$ cat config.mk
export PLATFORM = sky130hd
export DESIGN_NAME = supply_clock_ctrl
export DESIGN_NICKNAME = d
export VERILOG_FILES = /design/src/supply_clock_pkg.sv /design/src/supply_clock_ctrl.sv
export SDC_FILE = /design/constraint.sdc
export NUM_CORES = 1
export LEC_CHECK = 0
export ABC_AREA = 1
export BUFFER_PORTS_ARGS = -buffer_cell sky130_fd_sc_hd__buf_2
export CAP_MARGIN = 20
export CORE_MARGIN = 2
export CORE_UTILIZATION = 35
export DETAILED_ROUTE_END_ITERATION = 10
export PLACE_DENSITY_LB_ADDON = 0.2
export SETUP_SLACK_MARGIN = 0.02
export SYNTH_ARGS = -nofsm -noshare
export SYNTH_HDL_FRONTEND = slang
export SYNTH_SLANG_ARGS = --single-unit
$ cat constraint.sdc
create_clock -name sys_clk -period 3.35 [get_ports sys_clk]
set_input_delay 0.67 -clock sys_clk [delete_from_list [all_inputs] [get_ports sys_clk]]
set_output_delay 0.67 -clock sys_clk [all_outputs]
set_load 0.005 [all_outputs]
$ cat src/supply_clock_pkg.sv
// Purpose: shared constants for the supply and host clock control block
// Assumes: 32-bit Avalon-MM register port, byte addresses, 20 MHz system clock
// Notes: host clock divisors are half periods in system clock cycles
package supply_clock_pkg;
    ////////////////////////////////////////////////////////////////////////
    // register map (byte addresses)
    localparam logic [3:0] ctrl_offset = 4'h0; // control register
    localparam logic [3:0] status_offset = 4'h4; // status register
    // control register fields
    localparam int ctrl_aux_en_bit = 0; // aux converter enable
    localparam int ctrl_lin_en_bit = 1; // linear regulator enable
    localparam int ctrl_hclk_en_bit = 2; // host clock output enable
    localparam int ctrl_climit_lsb = 4; // current limit field, 3 bits
    localparam int climit_width = 3; // current limit field width
    // control register reset values
    localparam logic ctrl_aux_en_reset = 1'h1; // aux converter on by default
    localparam logic ctrl_lin_en_reset = 1'h1; // linear regulator on by default
    localparam logic ctrl_hclk_en_reset = 1'h1; // host clock on by default
    localparam logic [2:0] climit_reset = 3'h4; // binary 100
    // status register fields
    localparam int stat_supply_ok_bit = 0; // filtered supply good
    localparam int stat_aux_good_bit = 1; // aux converter output good
    localparam int stat_lin_good_bit = 2; // linear regulator output good
    localparam int stat_main_en_bit = 3; // main converter enabled
    localparam int stat_aux_en_bit = 4; // aux converter actually enabled
    localparam int stat_lin_en_bit = 5; // linear regulator actually enabled
    localparam int stat_crystal_bit = 6; // crystal chosen as clock source
    localparam int stat_mode_lsb = 8; // host clock mode, 3 bits one-hot
    localparam int stat_rate_hi_bit = 11; // strap latched high (16 MHz)
    ////////////////////////////////////////////////////////////////////////
    // clocking
    localparam int sys_clk_mhz = 20; // system clock rate
    // half periods of the host clock in system cycles; the block can only
    // approximate the nominal rates from one 20 MHz clock
    localparam int half_internal_cycles = 3; // nominal 4 MHz internal rate
    localparam int half_low_cycles = 2; // nominal 8 MHz crystal rate
    localparam int half_high_cycles = 1; // nominal 16 MHz crystal rate
    localparam int div_width = 4; // divider counter width
    ////////////////////////////////////////////////////////////////////////
    // host clock mode
    typedef enum logic [2:0] {
        hclk_off = 3'b001, // no clock, pin held low
        hclk_internal = 3'b010, // internal 4 MHz source
        hclk_crystal = 3'b100 // crystal derived 8 or 16 MHz
    } hclk_mode_t;
endpackage

$ cat src/supply_clock_ctrl.sv
// Purpose: regulator sequencing and gating plus host clock output selection
// Assumes: pins from the analog side are asynchronous, Avalon-MM slave port
// Notes: one wait state on every access; status readback is live state
//
// Behaviour
// main converter turns on after reset automatically
// host clearing aux enable keeps aux off
// aux converter enabled only with supply good
// aux output good status readable by host
// linear regulator enabled by default, host disable
// linear regulator enabled only with supply good
// linear regulator output status readable by host
// current limit field resets to 100, steps
// host clearing clock enable stops clock pin
// stand-by after power-up gives internal 4 MHz
// normal state gives 8 or 16 by strap
// non oscillator fallback keeps crystal clock
// oscillator fault fallback returns to internal clock
// source select pin picks crystal or generator
// single main clock feeds all digital logic
// host clock switches only at low phase
// aux and linear regulator enables are registered and gated
//
// Our own choices: the register addresses and the Avalon-MM register port.
`timescale 1ns/1ns
module supply_clock_ctrl
    import supply_clock_pkg::*;
(
    input wire logic sys_clk, // main clock, all logic runs on it R15
    input wire logic resetn, // asynchronous reset, active low
    input wire logic [3:0] avs_address, // byte address
    input wire logic avs_read, // read request
    input wire logic avs_write, // write request
    input wire logic [31:0] avs_writedata, // write data
    input wire logic [3:0] avs_byteenable, // write byte lanes
    output logic [31:0] avs_readdata, // read data
    output logic avs_waitrequest, // stall until the access is taken
    input wire logic filtered_supply_ok, // pin: filtered supply above threshold
    input wire logic aux_output_good, // pin: aux converter output in range
    input wire logic linear_reg_output_good, // pin: linear regulator output good
    input wire logic normal_state, // pin: analog state machine in normal
    input wire logic osc_fault, // pin: oscillator fault reported
    input wire logic host_clock_rate_select, // strap: low 8 MHz, high 16 MHz
    input wire logic clock_source_select, // pin: high crystal, low generator
    output logic main_buck_converter_enable, // main 3.3 V converter on
    output logic aux_buck_converter_enable, // aux converter on
    output logic linear_reg_on, // linear 20 V regulator on
    output logic [2:0] linear_reg_current_limit, // current limit step field
    output logic crystal_mode, // oscillator runs as crystal driver
    output logic host_clock_out // clock towards the host
);
    ////////////////////////////////////////////////////////////////////////
    // input synchronisers, two flops each
    logic [6:0] sync_a; // first stage
    logic [6:0] sync_b; // second stage, the only reader of sync_a
    logic supply_ok_s; // synchronised filtered supply flag
    logic aux_good_s; // synchronised aux good
    logic lin_good_s; // synchronised linear good
    logic normal_s; // synchronised normal state
    logic osc_fault_s; // synchronised oscillator fault
    logic rate_hi_s; // synchronised strap
    logic src_sel_s; // synchronised source select

    // all asynchronous pins pass two flops
    always_ff @(posedge sys_clk or negedge resetn) begin
        if (!resetn) begin
            sync_a <= 7'h00;
            sync_b <= 7'h00;
        end else begin
            sync_a <= {clock_source_select, host_clock_rate_select, osc_fault,
                       normal_state, linear_reg_output_good, aux_output_good,
                       filtered_supply_ok};
            sync_b <= sync_a;
        end
    end

    assign supply_ok_s = sync_b[0];
    assign aux_good_s = sync_b[1];
    assign lin_good_s = sync_b[2];
    assign normal_s = sync_b[3];
    assign osc_fault_s = sync_b[4];
    assign rate_hi_s = sync_b[5];
    assign src_sel_s = sync_b[6];

    ////////////////////////////////////////////////////////////////////////
    // control register
    logic aux_en; // host enable for aux converter
    logic lin_en; // host enable for linear regulator
    logic hclk_en; // host enable for clock output
    logic [2:0] climit; // current limit field
    logic access; // a request is present
    logic acked; // the request is answered this cycle
    logic wr_take; // write takes effect now
    logic rd_take; // read data stands now

    assign access = avs_read | avs_write;
    assign wr_take = avs_write & acked;
    assign rd_take = avs_read & acked;

    // host writes; byte lane 0 holds every control field
    always_ff @(posedge sys_clk or negedge resetn) begin
        if (!resetn) begin
            aux_en <= ctrl_aux_en_reset;
            lin_en <= ctrl_lin_en_reset;
            hclk_en <= ctrl_hclk_en_reset;
            climit <= climit_reset;
        end else if (wr_take && avs_address == ctrl_offset && avs_byteenable[0]) begin
            aux_en <= avs_writedata[ctrl_aux_en_bit];
            lin_en <= avs_writedata[ctrl_lin_en_bit];
            hclk_en <= avs_writedata[ctrl_hclk_en_bit];
            climit <= avs_writedata[ctrl_climit_lsb +: climit_width];
        end
    end

    // each field value is one current step from its neighbours
    assign linear_reg_current_limit = climit;

    ////////////////////////////////////////////////////////////////////////
    // regulator enables, registered; aux and linear gated by the supply flag, main always on
    always_ff @(posedge sys_clk or negedge resetn) begin
        if (!resetn) begin
            main_buck_converter_enable <= 1'h0;
            aux_buck_converter_enable <= 1'h0;
            linear_reg_on <= 1'h0;
        end else begin
            main_buck_converter_enable <= 1'h1;
            aux_buck_converter_enable <= aux_en & supply_ok_s;
            linear_reg_on <= lin_en & supply_ok_s;
        end
    end

    // oscillator source follows the select pin level
    always_ff @(posedge sys_clk or negedge resetn) begin
        if (!resetn) begin
            crystal_mode <= 1'h0;
        end else begin
            crystal_mode <= src_sel_s;
        end
    end

    ////////////////////////////////////////////////////////////////////////
    // host clock mode selection
    hclk_mode_t mode; // mode now driven on the pin
    hclk_mode_t next_mode; // wanted mode
    logic rate_hi; // strap latched on entering crystal mode
    logic [div_width-1:0] div_cnt; // cycles left in the current half period
    logic boundary; // half period ends this cycle
    logic switch_now; // safe point: pin low and about to rise

    // choose the wanted mode from the analog state and the host enable
    always_comb begin
        next_mode = hclk_internal; // stand-by after power-up
        if (!hclk_en) begin
            next_mode = hclk_off;
        end else if (normal_s) begin
            next_mode = hclk_crystal;
        end else if (mode == hclk_crystal && !osc_fault_s) begin
            next_mode = hclk_crystal;
        end else if (mode == hclk_crystal) begin
            next_mode = hclk_internal;
        end else if (mode == hclk_off) begin
            next_mode = hclk_internal;
        end
    end

    // half period length for a mode and strap
    function automatic logic [div_width-1:0] half_len(input hclk_mode_t m, input logic hi);
        logic [div_width-1:0] len;
        len = div_width'(half_internal_cycles);
        if (m == hclk_crystal) begin
            len = hi ? div_width'(half_high_cycles) : div_width'(half_low_cycles);
        end
        return len;
    endfunction

    assign boundary = (div_cnt == '0);
    assign switch_now = boundary & ~host_clock_out;

    // mode changes only while the pin is low, at a half period boundary or on any cycle while off
    always_ff @(posedge sys_clk or negedge resetn) begin
        if (!resetn) begin
            mode <= hclk_internal;
            rate_hi <= 1'h0;
        end else if (switch_now || mode == hclk_off) begin
            mode <= next_mode;
            if (next_mode == hclk_crystal && mode != hclk_crystal) begin
                rate_hi <= rate_hi_s;
            end
        end
    end

    // divider: reloads each boundary, pin toggles unless off
    always_ff @(posedge sys_clk or negedge resetn) begin
        if (!resetn) begin
            div_cnt <= '0;
            host_clock_out <= 1'h0;
        end else if (boundary) begin
            if (switch_now) begin
                div_cnt <= half_len(next_mode, next_mode == hclk_crystal &&
                                    mode != hclk_crystal ? rate_hi_s : rate_hi) - 1'b1;
                host_clock_out <= (next_mode != hclk_off);
            end else begin
                div_cnt <= half_len(mode, rate_hi) - 1'b1;
                host_clock_out <= 1'h0; // falling edge always allowed
            end
        end else begin
            div_cnt <= div_cnt - 1'b1;
        end
    end

    ////////////////////////////////////////////////////////////////////////
    // avalon slave: one wait state, then answer
    always_ff @(posedge sys_clk or negedge resetn) begin
        if (!resetn) begin
            acked <= 1'h0;
        end else begin
            acked <= access & ~acked;
        end
    end

    assign avs_waitrequest = access & ~acked;

    // read data registered on the request's first cycle
    always_ff @(posedge sys_clk or negedge resetn) begin
        if (!resetn) begin
            avs_readdata <= 32'h0000_0000;
        end else if (avs_read && !acked) begin
            avs_readdata <= 32'h0000_0000; // unmapped addresses read zero
            if (avs_address == ctrl_offset) begin
                avs_readdata[ctrl_aux_en_bit] <= aux_en;
                avs_readdata[ctrl_lin_en_bit] <= lin_en;
                avs_readdata[ctrl_hclk_en_bit] <= hclk_en;
                avs_readdata[ctrl_climit_lsb +: climit_width] <= climit;
            end else if (avs_address == status_offset) begin
                avs_readdata[stat_supply_ok_bit] <= supply_ok_s;
                avs_readdata[stat_aux_good_bit] <= aux_good_s;
                avs_readdata[stat_lin_good_bit] <= lin_good_s;
                avs_readdata[stat_main_en_bit] <= main_buck_converter_enable;
                avs_readdata[stat_aux_en_bit] <= aux_buck_converter_enable;
                avs_readdata[stat_lin_en_bit] <= linear_reg_on;
                avs_readdata[stat_crystal_bit] <= crystal_mode;
                avs_readdata[stat_mode_lsb +: 3] <= mode;
                avs_readdata[stat_rate_hi_bit] <= rate_hi;
            end
        end
    end

    // rd_take marks the edge the master samples the data
    logic unused_rd; // read completion, kept for clarity of the handshake
    assign unused_rd = rd_take;
endmodule

# [Yosys cells after proc, flatten, opt, wreduce, memory -nomap -nowiden]
# Index checks and enable logic that the tools add are counted.
# W data, S select, Z words.
[word_totals] register_bits=45 word_cells=64
[classes] eq_ne=6 bitwise_logic=8 reduce_logical=10 addsub=3 mux=21
[ops] cell="$mux W4" n=8
[ops] cell="$mux W3" n=5
[ops] cell="$sub A4 B1 Y4 const B" n=3
[ops] cell="$logic_not A4 Y1" n=2
[ops] cell="$mux W2" n=4
[ops] cell="$mux W7" n=1
[ops] cell="$eq A3 B3 Y1 const B" n=2
[ops] cell="$and A1 B1 Y1" n=5
[ops] cell="$logic_and A1 B1 Y1" n=5
[ops] cell="$eq A4 B3 Y1 const B" n=1
[ops] cell="$eq A3 B1 Y1 const B" n=1
[ops] cell="$mux W1" n=3
[ops] cell="$ne A3 B1 Y1 const B" n=1
[ops] cell="$ne A3 B3 Y1 const B" n=1
[ops] cell="$logic_not A1 Y1" n=2
[ops] cell="$not A1 Y1" n=2
[ops] cell="$logic_or A1 B1 Y1" n=1
[ops] cell="$or A1 B1 Y1" n=1

# [Depth between registers and ports, before layout]
[logic_depth] ltp_word=15 depth_mapped=9 mapped_depth_nobuf=9

# [Least setup slack after synthesis]
# Ideal clock, no wire load.
[synth_path] path_kind="in2reg" start="input avs_address[1]" end="register climit[0] (netlist: linear_reg_current_limit[0])" path_buffers=0 setup_slack_ps=1821 stages=4 arrival_ps=1401 setup_time_ps=128 required_time_ps=3222 path_cell_list="nor2_4 -> nand2_1 -> nor2_4 -> mux2_1"
[synth_via] elab_chain_cells=3
[synth_rtl] item="start: declaration" line="supply_clock_ctrl.sv:31" text="input wire logic [3:0] avs_address,"
[synth_rtl] item="$logic_not A4 Y1" line="supply_clock_ctrl.sv:107" text="end else if (wr_take && avs_address == ctrl_offset && avs_byteenable[0]) begin"
[synth_rtl] item="$logic_and A1 B1 Y1 (2 in a row)" line="supply_clock_ctrl.sv:107"
[synth_rtl] item="end signal: assignment" line="supply_clock_ctrl.sv:106" text="climit <= climit_reset;"
[synth_rtl] item="end signal: assignment" line="supply_clock_ctrl.sv:111" text="climit <= avs_writedata[ctrl_climit_lsb +: climit_width];"
[synth_rtl] item="end: declaration" line="supply_clock_ctrl.sv:90" text="logic [2:0] climit;"
# No other way between the ends.
# A chain may end at the register's enable or synchronous reset.

# [Worst setup path after layout]
[layout_path] start="input avs_write" end="output avs_waitrequest"
[layout_via] elab_chain_cells=2
[layout_rtl] item="start: declaration" line="supply_clock_ctrl.sv:33" text="input wire logic avs_write,"
[layout_rtl] item="$or A1 B1 Y1" line="supply_clock_ctrl.sv:96" text="assign access = avs_read | avs_write;"
[layout_rtl] item="$and A1 B1 Y1" line="supply_clock_ctrl.sv:221" text="assign avs_waitrequest = access & ~acked;"
[layout_rtl] item="end: declaration" line="supply_clock_ctrl.sv:37" text="output logic avs_waitrequest,"
# No other way between the ends.

==> results.cfg <==
[grt]
first_global_vias = 1180
grt_max_degree = 46
antenna_found_initial = 0
grt_usage_pct = 11.4
overflow = 0
grt_pass1_wl_um = 5410

[yosys]
syn_area_um2 = 1900
synth-warning-count = 0
synth_top_cell_by_area = dfrtp_1
avgSynthCellArea_um2 = 10.4
ys_types = 26
yosys.area.top_type_share_pct = 52.7
synth_seq_area_share_pct = 59.6
ys_ff_latch = 45
synth_cells = 182
yosys-top-cells-area = dfrtp_1 53%, buf_4 8.3%, dfstp_2 6.9%, nand2_1 5.5%, inv_1 3.4%

[sta]
period_share_pct = 51.1
fin_setup_tns_ns = 0
hold_violations = 0
layout_min_cycle_time_ns = 1.71
slew_headroom_pct = 36.6
finalMaxSlewViolations = 0
fmax_ghz = 0.584
skew_ns = 0.00426
worst_slew_pin_slew_ns = 0.951
worst_hold_slack_ns = 0.351
setup_viol_count_final = 0
rsz0062_at_grt = false

[setup_path]
crit_type = in2out
cp_slowest_cell = buf_2
path_cells = buf_2 -> nor2_1 -> nor2_1 -> buf_2
cpPeakStageDelay_ns = 0.12
crit_arrival_ns = 1.04
path_max_fanout = 2
crit_path_start_kind = input port
endpoint_kind = output port
required_ns = 2.68

[power]
power_density_nw_per_um2 = 619
power_mw = 1.35
irDropWorstVdd_mv = 0.321
p_leak_nw = 1.12

[routing]
routed.top_layer = met4
wl_met2_um = 1310
vias_per_cell = 4.11
wl_met3_um = 187
ant_nets = 0
wl_met1_um = 1550
routedWlPerCell_um = 10.4
dr.pass1.iters = 4
first_iter_violations = 73
drt_drc_violations_left = 0
routed_wl_um = 3090
num_vias = 1225

[clock_tree]
clockBufferDepth = 2
holdBufCountCts = 0
clk_pin_slew_worst_paths_ns = 0.08
clock-root-buffer = clkbuf_8
cts_tree = yes
cts_sinks = 45
clkLatencyLatePin_ns = 0.29
postCtsResizedCells = 0
numCtsBuffers = 5
cts_setup_buffers = 0
htreeDepth = 2

[floorplanning]
num_rows = 26
die_area_um2 = 6040
start_util_pct = 36.7
io_pins = 92
die_w_um = 77.7
die_h_um = 77.7
core-area_um2 = 5170

[finish]
n_antenna_cell = 0
final_nets = 279
drive_above_1_share_pct = 28.9
final_cells = 298
final_util_pct = 42.3
fillers = 527
areaGrowthSynthToFinish_pct = 15.1

[place]
port_buffers = 41
hpwl_um = 2220
place.gp.congestion = 0.752
dp_cells = 290

[flow_run]
maxCapViolations = 0

[outcome]
status = finished, final reports clean

[worst_hold_path]
min_path_type = reg2reg
==> synthesized netlist by cell type <==
master / n
buf_2: 2
nor2_4: 5
o21ai_0: 3
xor2_1: 1
dfrtp_1: 40
a21oi_1: 3
nor2_2: 1
nor3_1: 1
nand3_1: 12
a31oi_1: 6
o22ai_1: 1
dfstp_2: 5
o31ai_1: 4
buf_4: 21
inv_2: 3
nand2_2: 2
nand2_4: 1
inv_1: 17
nand2_1: 28
ha_1: 1
o21ai_1: 3
nor2_1: 12
nand4_1: 2
o21a_1: 1
conb_1: 2
mux2_1: 5
==> final cells by class <==
type,count,area [µm²],area share (%)
clock buffer,5,68.8,3.15
clock inverter,3,17.5,0.801
inverter,20,75.1,3.43
multi-input combinational,114,601,27.5
sequential,45,1130,51.8
tap,70,87.6,4.00
timing repair buffer,41,205,9.38
==> cells by family (layout without fill, tap and decap cells) <==
family,after synthesis,count (layout),share of synthesized area (%)
and+or+nand+nor,64,64,16.5
xor gates and xnor gates,1,1,0.461
buffers and inverters,43,69,12.8
adders and majority gates,1,1,0.658
DFF,45,45,59.6
other,2,22,0.395
AOI/OAI and AO/OA,21,21,6.65
muxes,5,5,2.96
==> power breakdown <==
part	total, mW	internal (mW)	switching (mW)
Combinational	0.329	0.130	0.199
Sequential	0.708	0.645	0.0632
Clock	0.317	0.144	0.173
Total	1.35	0.918	0.436
==> layout by cell type, fill, tap and decap left out, drive strengths merged, types with 3 or more instances in the layout <==
cell type / instances
nor2: 18
inv: 20
a21oi: 3
mux2: 5
clkbuf: 5
o31ai: 4
conb: 22
dfstp: 5
nand2: 31
nand3: 12
dfrtp: 40
o21ai: 6
buf: 41
a31oi: 6
==> layer usage <==
layer | up-vias | global-route usage (%)
met3 | 2 | 2.21
met2 | 54 | 17.2
li1 | 635 | -
met4 | 0 | 5.36
met5 | - | 0
met1 | 534 | 15.6
==> path summary, 6_finish.rpt <==
path / slack [ns] / cells after the start / from / to
setup / recovery: 1.64 / 4 / avs_write / avs_waitrequest
hold / removal: 0.35 / 0 / sync_a[1] / sync_b[1]
setup reg to reg: 1.67 / 9 / mode[0] / div_cnt[2]
hold reg to reg: 0.35 / 0 / sync_a[1] / sync_b[1]
max in group asynchronous: 2.23 / 1 / resetn / avs_readdata[2]
min in group asynchronous: 0.53 / 1 / resetn / sync_b[0]
==> sequential cells by signal, indices dropped and copies added (netlist names), 3 cells and up <==
signal                    cells
avs_readdata                 11
div_cnt                       4
linear_reg_current_limit      3
mode                          3
sync_b                        7
sync_a                        7
==> through the flow <==
stage	setup WS (ns)	cell area, µm²
floorplan	1.82	1980
global placement	1.43	2100
detailed placement	1.41	2100
CTS	1.63	2190
global route	1.46	2190
finish	1.64	2190
==> critical path: cells and delay by family <==
family | cells | cell delay, ns
and+or+nand+nor | 2 | 0.14
buffers and inverters | 2 | 0.22
Note: power is estimated with default switching activity, not from simulation.
